===== src/tsc_regs.vh =====
// Constants of the toner supply controller
// What this block does
// - After trailing edge, compute then run supply motor
// - Keep drives on until supply motor stops
// - Supply only at configured copy interval
// - Faulty density sensor: supply every copy
// - Pattern interval is its own setting
// - Copies 1-10 pattern gain, then deviation
// - Gain from latest ratio or reading minus reference
// - Initial setting trims sensor, sets reference
// - Trim failure logs error, forces pixel mode
// - Each good pattern read renews density reference
// - Job end pattern check after interval copies
// - Process control setting also renews reference
// - Bad pattern read logs error, density only
// - Sample density once per copy after edge
// - Sensor mode: out-of-limit reading freezes gain, errors at end
// - Scale page pixel sum to 0..255
// - Ratio maps to gain by threshold table
// - Deviation maps to gain by threshold table
// - On time is gain*pixels*constant/rate plus offset
// - Zero gain drops the offset too
// - Supply rate divisor is a setting
// - Pixel mode uses fixed gain 0.7
// - Sensor or pixel mode, sensor default
`ifndef TSC_REGS_VH
`define TSC_REGS_VH
// ----------------------------------------
// Register offsets
// ----------------------------------------
`define TSC_A_CTRL 8'h00
`define TSC_A_SUP_IVL 8'h04
`define TSC_A_PAT_IVL 8'h08
`define TSC_A_RATE 8'h0C
`define TSC_A_AREA_K 8'h10
`define TSC_A_STATUS 8'h14
`define TSC_A_VREF 8'h18
`define TSC_A_LAST 8'h1C
`define TSC_A_CMD 8'h20
// ----------------------------------------
// Fields and reset values
// ----------------------------------------
`define TSC_B_MODE 0
`define TSC_B_INIT 0
`define TSC_B_PCINIT 1
`define TSC_R_MODE 1'b0
`define TSC_R_SUP_IVL 8'h01
`define TSC_R_PAT_IVL 8'h0A
`define TSC_R_RATE 16'h0001
`define TSC_R_AREA_K 8'h07
`define TSC_R_VREF 12'h9C4
// ----------------------------------------
// Timing, limits and gains (mV, tenths)
// ----------------------------------------
`define TSC_CLK_HZ 20000000
`define TSC_OFFSET_MS 32'h00000032
`define TSC_SETTLE_MS 8'h0A
`define TSC_PHASE_COPIES 8'h0A
`define TSC_V_LOW 12'h1F4
`define TSC_V_HIGH 12'hFA0
`define TSC_V_NOM_LO 12'h960
`define TSC_V_NOM_HI 12'hA28
`define TSC_VREF_STEP 12'h014
`define TSC_PIX_GAIN 6'h07
`define TSC_TRIM_INIT 8'h80
`define TSC_TRIM_MAX 8'h40
`define TSC_EC_ADJ 8'h01
`define TSC_EC_PAT 8'h02
`define TSC_EC_OVER 8'h03
`define TSC_EC_UNDER 8'h04
`endif


===== src/tsc_top.v =====
// Toner supply controller with its register port
//
// Decided for this implementation: the plain strobed port and the placing of the registers.
`timescale 1ns/1ps
`include "tsc_regs.vh"

module tsc_top #(
  parameter MS_CYC = `TSC_CLK_HZ / 1000,
  parameter PIX_LOG2 = 20
) (
  input wire ref_clk_i,
  input wire reset_n_i,
  input wire [7:0] bus_addr_i,
  input wire [31:0] bus_wdata_i,
  input wire bus_wr_i,
  input wire bus_rd_i,
  output wire [31:0] bus_rdata_o,
  input wire job_start_i,
  input wire job_end_i,
  input wire engine_run_i,
  input wire page_start_i,
  input wire pix_valid_i,
  input wire [7:0] pix_data_i,
  input wire trail_edge_i,
  input wire [11:0] density_reading_i,
  input wire density_fault_i,
  input wire pattern_done_i,
  input wire pattern_fault_i,
  input wire [9:0] vsp_i,
  input wire [9:0] vsg_i,
  output wire pattern_req_o,
  output wire [7:0] density_trim_o,
  output wire supply_motor_o,
  output wire dev_motor_o,
  output wire drum_motor_o,
  output wire charge_o,
  output wire bias_o
);

  // ----------------------------------------
  // Gain decoders (gain in tenths)
  // ----------------------------------------
  function [5:0] ratio_gain;
    input [9:0] sp;
    input [9:0] sg;
    reg [17:0] p;
    begin
      p = {8'h00, sp} * 18'd200;
      if (p <= sg * 18'd18)
        ratio_gain = 6'd0;
      else if (p <= sg * 18'd25)
        ratio_gain = 6'd10;
      else if (p <= sg * 18'd32)
        ratio_gain = 6'd20;
      else if (p <= sg * 18'd41)
        ratio_gain = 6'd30;
      else if (p <= sg * 18'd100)
        ratio_gain = 6'd40;
      else
        ratio_gain = 6'd10;
    end
  endfunction

  function [5:0] dev_gain;
    input [11:0] vt;
    input [11:0] vr;
    reg signed [12:0] a;
    begin
      a = $signed({1'b0, vt}) - $signed({1'b0, vr});
      if (a < 0)
        dev_gain = 6'd0;
      else if (a < 13'sd60)
        dev_gain = 6'd10;
      else if (a < 13'sd100)
        dev_gain = 6'd20;
      else if (a < 13'sd200)
        dev_gain = 6'd30;
      else
        dev_gain = 6'd40;
    end
  endfunction

  localparam S_IDLE = 2'd0;
  localparam S_SAMP = 2'd1;
  localparam S_CALC = 2'd2;
  localparam S_LOAD = 2'd3;
  localparam I_IDLE = 1'b0;
  localparam I_WAIT = 1'b1;

  // ----------------------------------------
  // Registers
  // ----------------------------------------
  reg mode_q;
  reg [7:0] sup_ivl_q;
  reg [7:0] pat_ivl_q;
  reg [15:0] rate_q;
  reg [7:0] area_k_q;
  reg [11:0] vref_q;
  reg [3:0] err_q;
  reg [7:0] err_code_q;
  reg [31:0] rdata_q;
  reg [1:0] st_q;
  reg [11:0] dens_q;
  reg [7:0] copy_num_q;
  reg [7:0] sup_cnt_q;
  reg [7:0] upd_cnt_q;
  reg [5:0] gain_q;
  reg [5:0] gain_pat_q;
  reg freeze_q;
  reg over_q;
  reg under_q;
  reg pat_bad_q;
  reg [7:0] pix_q;
  reg [15:0] on_ms_q;
  reg [15:0] mcnt_q;
  reg [31:0] tick_q;
  reg [PIX_LOG2+7:0] sum_q;
  reg pat_req_q;
  reg drive_q;
  reg ist_q;
  reg [7:0] trim_q;
  reg [7:0] steps_q;
  reg [7:0] settle_q;

  wire ms_tick = (tick_q == MS_CYC - 1);
  wire wr_ctrl = bus_wr_i && (bus_addr_i == `TSC_A_CTRL);
  wire wr_cmd = bus_wr_i && (bus_addr_i == `TSC_A_CMD);
  wire init_go = wr_cmd && bus_wdata_i[`TSC_B_INIT];
  wire pc_go = wr_cmd && bus_wdata_i[`TSC_B_PCINIT];
  wire clr_err = bus_wr_i && (bus_addr_i == `TSC_A_STATUS);
  wire sens_bad = density_fault_i;

  // Trim finished states and pattern read result
  wire in_tol = (density_reading_i >= `TSC_V_NOM_LO) &&
                (density_reading_i <= `TSC_V_NOM_HI);
  wire settled = (ist_q == I_WAIT) && (settle_q == 8'd0);
  wire trim_ok = settled && in_tol;
  wire trim_fail = settled && !in_tol && (steps_q == `TSC_TRIM_MAX);
  wire pat_ok = pattern_done_i && !pattern_fault_i && (vsg_i != 10'd0);
  wire pat_err = pattern_done_i && !pat_ok;

  // Job end checks
  wire end_over = job_end_i && over_q;
  wire end_under = job_end_i && under_q;

  // Supply interval bookkeeping
  wire [7:0] sup_ivl = (sup_ivl_q == 8'd0) ? 8'd1 : sup_ivl_q;
  wire sup_due = sens_bad || ((sup_cnt_q + 8'd1) >= sup_ivl);

  // On time arithmetic
  wire [15:0] rate = (rate_q == 16'd0) ? 16'd1 : rate_q;
  wire [31:0] prod = {26'd0, gain_q} * {24'd0, pix_q} * {24'd0, area_k_q};
  wire [31:0] den = {16'd0, rate} * 32'd100;
  wire [31:0] quo = prod / den;
  wire [31:0] on_calc = quo + `TSC_OFFSET_MS;

  // Pixel count scaling
  wire [PIX_LOG2+7:0] pix_sh = sum_q >> PIX_LOG2;
  wire [7:0] pix_now = (pix_sh > 255) ? 8'hFF : pix_sh[7:0];

  wire dens_out = (dens_q <= `TSC_V_LOW) || (dens_q >= `TSC_V_HIGH);

  // ----------------------------------------
  // Configuration registers
  // ----------------------------------------
  always @(posedge ref_clk_i or negedge reset_n_i) begin
    if (!reset_n_i) begin
      mode_q <= `TSC_R_MODE;
      sup_ivl_q <= `TSC_R_SUP_IVL;
      pat_ivl_q <= `TSC_R_PAT_IVL;
      rate_q <= `TSC_R_RATE;
      area_k_q <= `TSC_R_AREA_K;
    end else begin
      if (trim_fail)
        mode_q <= 1'b1;
      else if (wr_ctrl)
        mode_q <= bus_wdata_i[`TSC_B_MODE];
      if (bus_wr_i && (bus_addr_i == `TSC_A_SUP_IVL))
        sup_ivl_q <= bus_wdata_i[7:0];
      if (bus_wr_i && (bus_addr_i == `TSC_A_PAT_IVL))
        pat_ivl_q <= bus_wdata_i[7:0];
      if (bus_wr_i && (bus_addr_i == `TSC_A_RATE))
        rate_q <= bus_wdata_i[15:0];
      if (bus_wr_i && (bus_addr_i == `TSC_A_AREA_K))
        area_k_q <= bus_wdata_i[7:0];
    end
  end

  // ----------------------------------------
  // Reference, errors and pattern state
  // ----------------------------------------
  always @(posedge ref_clk_i or negedge reset_n_i) begin
    if (!reset_n_i) begin
      vref_q <= `TSC_R_VREF;
      err_q <= 4'h0;
      err_code_q <= 8'h00;
      pat_bad_q <= 1'b0;
      gain_pat_q <= 6'd0;
      upd_cnt_q <= 8'd0;
      pat_req_q <= 1'b0;
    end else begin
      pat_req_q <= pc_go || (job_end_i && (upd_cnt_q >= pat_ivl_q));
      if (trim_ok)
        vref_q <= density_reading_i;
      else if (pat_ok) begin
        gain_pat_q <= ratio_gain(vsp_i, vsg_i);
        if ({8'h00, vsp_i} * 18'd8 > {8'h00, vsg_i})
          vref_q <= (density_reading_i > `TSC_VREF_STEP) ?
                    density_reading_i - `TSC_VREF_STEP : 12'h000;
        else
          vref_q <= density_reading_i + `TSC_VREF_STEP;
      end
      if (pat_ok)
        upd_cnt_q <= 8'd0;
      else if (st_q == S_SAMP && upd_cnt_q != 8'hFF)
        upd_cnt_q <= upd_cnt_q + 8'd1;
      if (pat_err)
        pat_bad_q <= 1'b1;
      else if (pat_ok)
        pat_bad_q <= 1'b0;
      // Hardware set wins over software clear
      err_q <= (clr_err ? (err_q & ~bus_wdata_i[3:0]) : err_q) |
               {end_under, end_over, pat_err, trim_fail};
      if (trim_fail)
        err_code_q <= `TSC_EC_ADJ;
      else if (pat_err)
        err_code_q <= `TSC_EC_PAT;
      else if (end_over)
        err_code_q <= `TSC_EC_OVER;
      else if (end_under)
        err_code_q <= `TSC_EC_UNDER;
    end
  end

  // ----------------------------------------
  // Sensor initial setting
  // ----------------------------------------
  always @(posedge ref_clk_i or negedge reset_n_i) begin
    if (!reset_n_i) begin
      ist_q <= I_IDLE;
      trim_q <= `TSC_TRIM_INIT;
      steps_q <= 8'd0;
      settle_q <= 8'd0;
    end else begin
      case (ist_q)
        I_IDLE: begin
          if (init_go) begin
            ist_q <= I_WAIT;
            trim_q <= `TSC_TRIM_INIT;
            steps_q <= 8'd0;
            settle_q <= `TSC_SETTLE_MS;
          end
        end
        I_WAIT: begin
          if (settle_q != 8'd0) begin
            if (ms_tick)
              settle_q <= settle_q - 8'd1;
          end else if (in_tol || steps_q == `TSC_TRIM_MAX) begin
            ist_q <= I_IDLE;
          end else begin
            if (density_reading_i < `TSC_V_NOM_LO)
              trim_q <= trim_q + 8'd1;
            else
              trim_q <= trim_q - 8'd1;
            steps_q <= steps_q + 8'd1;
            settle_q <= `TSC_SETTLE_MS;
          end
        end
        default: ist_q <= I_IDLE;
      endcase
    end
  end

  // ----------------------------------------
  // Pixel accumulation
  // ----------------------------------------
  always @(posedge ref_clk_i or negedge reset_n_i) begin
    if (!reset_n_i)
      sum_q <= {(PIX_LOG2+8){1'b0}};
    else if (page_start_i)
      sum_q <= {(PIX_LOG2+8){1'b0}};
    else if (pix_valid_i && sum_q[PIX_LOG2+7:PIX_LOG2] != 8'hFF)
      sum_q <= sum_q + {{PIX_LOG2{1'b0}}, pix_data_i};
  end

  // ----------------------------------------
  // Per-copy supply sequence
  // ----------------------------------------
  always @(posedge ref_clk_i or negedge reset_n_i) begin
    if (!reset_n_i) begin
      st_q <= S_IDLE;
      dens_q <= 12'h000;
      copy_num_q <= 8'd0;
      sup_cnt_q <= 8'd0;
      gain_q <= 6'd0;
      freeze_q <= 1'b0;
      over_q <= 1'b0;
      under_q <= 1'b0;
      pix_q <= 8'd0;
      on_ms_q <= 16'd0;
    end else begin
      if (job_start_i) begin
        copy_num_q <= 8'd0;
        freeze_q <= 1'b0;
        over_q <= 1'b0;
        under_q <= 1'b0;
      end
      case (st_q)
        S_IDLE: begin
          if (trail_edge_i)
            st_q <= S_SAMP;
        end
        S_SAMP: begin
          dens_q <= density_reading_i;
          pix_q <= pix_now;
          if (copy_num_q != 8'hFF)
            copy_num_q <= copy_num_q + 8'd1;
          st_q <= S_CALC;
        end
        S_CALC: begin
          if (mode_q)
            gain_q <= `TSC_PIX_GAIN;
          else if (freeze_q || dens_out)
            gain_q <= gain_q;
          else if (copy_num_q <= `TSC_PHASE_COPIES && !pat_bad_q)
            gain_q <= gain_pat_q;
          else
            gain_q <= dev_gain(dens_q, vref_q);
          if (!mode_q && dens_out) begin
            freeze_q <= 1'b1;
            if (dens_q >= `TSC_V_HIGH)
              over_q <= 1'b1;
            else
              under_q <= 1'b1;
          end
          st_q <= S_LOAD;
        end
        S_LOAD: begin
          if (gain_q == 6'd0)
            on_ms_q <= 16'd0;
          else if (on_calc > 32'h0000FFFF)
            on_ms_q <= 16'hFFFF;
          else
            on_ms_q <= on_calc[15:0];
          if (sup_due)
            sup_cnt_q <= 8'd0;
          else
            sup_cnt_q <= sup_cnt_q + 8'd1;
          st_q <= S_IDLE;
        end
        default: st_q <= S_IDLE;
      endcase
    end
  end

  // Load pulse for the motor counter
  reg load_q;
  always @(posedge ref_clk_i or negedge reset_n_i) begin
    if (!reset_n_i)
      load_q <= 1'b0;
    else
      load_q <= (st_q == S_LOAD) && sup_due && (gain_q != 6'd0);
  end

  // ----------------------------------------
  // Millisecond tick and motor counter
  // ----------------------------------------
  always @(posedge ref_clk_i or negedge reset_n_i) begin
    if (!reset_n_i)
      tick_q <= 32'd0;
    else if (ms_tick || load_q)
      tick_q <= 32'd0;
    else
      tick_q <= tick_q + 32'd1;
  end

  always @(posedge ref_clk_i or negedge reset_n_i) begin
    if (!reset_n_i)
      mcnt_q <= 16'd0;
    else if (load_q)
      mcnt_q <= on_ms_q;
    else if (ms_tick && mcnt_q != 16'd0)
      mcnt_q <= mcnt_q - 16'd1;
  end

  // ----------------------------------------
  // Drive hold
  // ----------------------------------------
  always @(posedge ref_clk_i or negedge reset_n_i) begin
    if (!reset_n_i)
      drive_q <= 1'b0;
    else
      drive_q <= engine_run_i || (st_q != S_IDLE) || load_q ||
                 (mcnt_q != 16'd0);
  end

  // ----------------------------------------
  // Register read port
  // ----------------------------------------
  always @(posedge ref_clk_i or negedge reset_n_i) begin
    if (!reset_n_i)
      rdata_q <= 32'h00000000;
    else if (!bus_rd_i)
      rdata_q <= 32'h00000000;
    else begin
      case (bus_addr_i)
        `TSC_A_CTRL: rdata_q <= {31'd0, mode_q};
        `TSC_A_SUP_IVL: rdata_q <= {24'd0, sup_ivl_q};
        `TSC_A_PAT_IVL: rdata_q <= {24'd0, pat_ivl_q};
        `TSC_A_RATE: rdata_q <= {16'd0, rate_q};
        `TSC_A_AREA_K: rdata_q <= {24'd0, area_k_q};
        `TSC_A_STATUS: rdata_q <= {err_code_q, 2'd0, gain_q, 8'd0,
                                   ist_q, (mcnt_q != 16'd0), freeze_q,
                                   pat_bad_q, err_q};
        `TSC_A_VREF: rdata_q <= {20'd0, vref_q};
        `TSC_A_LAST: rdata_q <= {on_ms_q, 8'd0, pix_q};
        default: rdata_q <= 32'h00000000;
      endcase
    end
  end

  assign bus_rdata_o = rdata_q;
  assign pattern_req_o = pat_req_q;
  assign density_trim_o = trim_q;
  assign supply_motor_o = (mcnt_q != 16'd0);
  assign dev_motor_o = drive_q;
  assign drum_motor_o = drive_q;
  assign charge_o = drive_q;
  assign bias_o = drive_q;

endmodule // tsc_top


===== config.mk =====
export PLATFORM = sky130hd
export DESIGN_NAME = tsc_top
export DESIGN_NICKNAME = d
export VERILOG_FILES = /design/src/tsc_top.v
export VERILOG_INCLUDE_DIRS = /design/src /design/src/src
export SDC_FILE = /design/constraint.sdc
export NUM_CORES = 2
export LEC_CHECK = 0
export BUFFER_PORTS_ARGS = -buffer_cell sky130_fd_sc_hd__buf_2
export CORE_MARGIN = 2
export CORE_UTILIZATION = 60
export DETAILED_ROUTE_END_ITERATION = 8
export GPL_TIMING_DRIVEN = 0
export PLACE_DENSITY = 0.85
export SETUP_SLACK_MARGIN = 0.3
export SLEW_MARGIN = 0
export SYNTH_ARGS = -nofsm -noshare
export SYNTH_HDL_FRONTEND = slang
export SYNTH_SLANG_ARGS = --single-unit

===== constraint.sdc =====
create_clock -name ref_clk_i -period 239 [get_ports ref_clk_i]
set_input_delay 23.9 -clock ref_clk_i [delete_from_list [all_inputs] [get_ports ref_clk_i]]
set_output_delay 23.9 -clock ref_clk_i [all_outputs]
set_load 0.01 [all_outputs]

==> results_dict.tcl <==
set metrics [dict create \
    clock_latency_ns 0.57 \
    drt-wirelength-per-cell_um 19.8 \
    finalSetupViolCount 0 \
    gr-total-overflow 0 \
    cpPeakStageDelay_ns 0.96 \
    place_congestion 0.985 \
    grt_max_degree 124 \
    hp-start "density_trim_o[7]" \
    cts.hold.buffers_added 0 \
    core_area_um2 80800 \
    grt_use_met2 0.560 \
    vias 48322 \
    status "complete, no violations" \
    antenna_found_initial 4 \
    grt_pass1_wl_um 237000 \
    cp_common_cell "o21a_1" \
    synth_top_flop_cell "dfrtp_1" \
    syn_avg_cell_area_um2 7.91 \
    cts_tree "built" \
    synth_cells 6212 \
    hpwlAfterDp_um 119000 \
    worstSetupPathType "register to register" \
    finalCriticalPeriod_ns 105.65 \
    grt_busiest_layer "met2" \
    cp-start-kind "register" \
    clockBufferDepth 3 \
    setup-tns-final_ns 0 \
    rows 104 \
    final_antenna_net_count 0 \
    maxCapViolations 0 \
    rsz0062_at_grt "no" \
    end_kind "register" \
    dieHeight_um 290 \
    drc 0 \
    fin_crit_sh 0.442 \
    io_pins 139 \
    cp_max_fo 10 \
    netlist_area_um2 49200 \
    synth_area_leaders "ha_1 20%, dfrtp_1 13%, fa_1 5.1%, a21oi_1 4.2%, xnor2_1 4.1%" \
    routed_via_density 6.48 \
    tightestPinTransition_ns 1.42 \
    ctsResizeCount 0 \
    layout.nets 7400 \
    arrival_ns 106.05 \
    worst_r2r_endpoint "on_ms_q[0]" \
    portBuffers 117 \
    reg2regPathDepth 394 \
    fin_ws_ns 133.36 \
    grt_util_met1 0.448 \
    ys_seq_elements 272 \
    relSlewSlack 0.0431 \
    r2r-start "rate_q[2]" \
    postCtsSetupRepairBufs 0 \
    htreeDepth 1 \
    cts_made_buffers 27 \
    fin_util 0.649 \
    start_util 0.608 \
    use_met3 0.0385 \
    drive_gt1_frac 0.0808 \
    hold_path_end "density_trim_o[7]" \
    yosys.area.top_type "ha_1" \
    cts.sinks 272 \
    holdPathStages 2 \
    yosys_warnings 0 \
    cp_slowest_cell "a221oi_1" \
    grt_pass1_vias 46381 \
    syn_to_final_growth_pct 6.64 \
    grt_usage 0.339 \
    cp.required_ns 239.41 \
    die_x_um 290 \
    totalWireLength_um 148000 \
    r2r_slack_ns 133.36 \
    clock_skew_ns 0.0170 \
    ctsRootBufferMaster "clkbuf_16" \
    drt_iter0_drc 4108 \
    fp.dieArea_um2 84200 \
    synth-edff-count 0 \
    final-hold-violation-count 0 \
    min_path_type "register to register" \
    synth_top_cell_area_share 0.203 \
    yosysSeqAreaShare 0.139 \
    fmax_mhz 9.47 \
    dp_slack_ns 136.16 \
    firstDrtPassIters 6 \
    ys_async_sr_fraction 1.00 \
    yosysUniqueCellTypes 125 \
    final_max_slew_viol_count 0 \
    clkTransAtPathRegs_ns 0.07 \
]
[metrics by stage]
| step | hold WS [ns] | instance area, um2 | cells |
|---|---|---|---|
| after floorplan | 0.445 | 49200 | 6221 |
| after global placement | 0.460 | 51100 | 7398 |
| after detailed placement | 0.477 | 51400 | 7411 |
| after CTS | 0.491 | 52400 | 7458 |
| after global routing | 0.513 | 52400 | 7460 |
| final | 0.487 | 52400 | 7462 |
[metal layers]
metal / vias up / wire [um] / part of all wire
li1: 22790 / - / -
met4: 2 / 7030 / 0.047
met2: 2020 / 67600 / 0.46
met3: 459 / 11300 / 0.076
met5: - / 36 / 0.00024
met1: 23051 / 62200 / 0.42
[registers in the layout, indices dropped and copies added (netlist names), 6 cells and up]
name / flops
area_k_q: 8
bus_rdata_o: 32
copy_num_q: 8
dens_q: 12
density_trim_o: 8
gain_q: 6
mcnt_q: 16
on_ms_q: 16
pat_ivl_q: 8
pix_q: 8
rate_q: 16
settle_q: 8
steps_q: 8
sum_q: 28
sup_cnt_q: 8
sup_ivl_q: 8
tick_q: 32
upd_cnt_q: 8
vref_q: 12
[area by class of cell]
cell class / count / area, um2
Multi-Input combinational cell: 5290 / 39900
Buffer: 160 / 666
Timing Repair Buffer: 132 / 888
Antenna cell: 2 / 5.00
Sequential cell: 272 / 6820
Clock inverter: 10 / 141
Tap cell: 1060 / 1330
Clock buffer: 37 / 793
Inverter: 499 / 1880
Fill cell: 6664 / 28400
[cell usage in the layout (no fill, tap or decap), types with 37 or more instances in the layout]
cell type,instances
ha_1,799
nor2_1,511
nand2_1,506
inv_1,494
a21oi_1,415
o21ai_0,315
dfrtp_1,259
xnor2_1,227
nor3_1,192
xor2_1,175
o21a_1,168
nand3_1,164
and2_1,160
a21o_1,154
mux2_2,153
clkbuf_1,130
buf_2,129
fa_1,125
nor2b_1,89
nand2b_1,81
nand4_1,81
a31oi_1,66
o31ai_1,60
and3_1,57
or2_2,54
or3_1,50
nor4_1,49
o211ai_1,46
a211oi_1,44
mux2i_1,37
[kinds of logic after synthesis]
logic type / synth area share
AOI/OAI and AO/OA: 0.228
xor gates and xnor gates: 0.0722
adders and majority gates: 0.255
buffers and inverters: 0.0517
DFF: 0.139
muxes: 0.0435
other: 0.0000763
and+or+nand+nor: 0.211
[synth_stat cells, types with 13 or more instances]
cell type and number:
o21ai_0 315, clkbuf_1 128, nor4_1 49, xnor2_1 228
and3_1 57, nand3_1 164, nor3_1 192, o211a_1 15
a31oi_1 66, a211o_1 19, dfrtp_1 259, o31ai_1 60
or2_2 54, fa_1 126, inv_1 496, a21boi_0 20
nor3b_1 15, a21o_1 154, nor2_1 513, buf_2 13
nand2b_1 81, or3_1 50, o21bai_1 23, a22o_1 24
o21a_1 168, o211ai_1 46, and2_1 160, o21ai_1 19
a21oi_1 415, o22ai_1 17, or4_1 15, nand2_1 507
o2111ai_1 13, mux2_2 153, nand4_1 81, a22oi_1 27
mux2i_1 37, xor2_1 177, a221oi_1 16, a211oi_1 45
dfstp_2 13, ha_1 799, nor2b_1 89
[worst max path at each step]
| stage | startpoint | endpoint | slack [ns] | cells after the start |
|---|---|---|---|---|
| global placement | rate_q[2] | on_ms_q[0] | 134.45 | 388 |
| CTS | rate_q[2] | on_ms_q[0] | 135.78 | 396 |
| detailed placement | rate_q[2] | on_ms_q[0] | 136.16 | 396 |
| finish | rate_q[2] | on_ms_q[0] | 133.36 | 394 |
| global route | rate_q[2] | on_ms_q[0] | 126.90 | 396 |
| floorplan | rate_q[2] | on_ms_q[0] | 156.52 | 392 |
[worst max-delay path, delay by kind of cell, from the launching register on]
kind / cells / cell delay (ns)
buffers and inverters: 51 / 16.91
AO/OA/AOI/OAI: 212 / 53.80
multiplexers: 5 / 2.11
AND/OR/NAND/NOR: 92 / 21.04
flip-flops: 1 / 0.48
adder cells (fa/ha/maj): 34 / 10.92
Power is not shown: default switching activity piles up to over one toggle a cycle in this logic, so the estimate is an artifact.
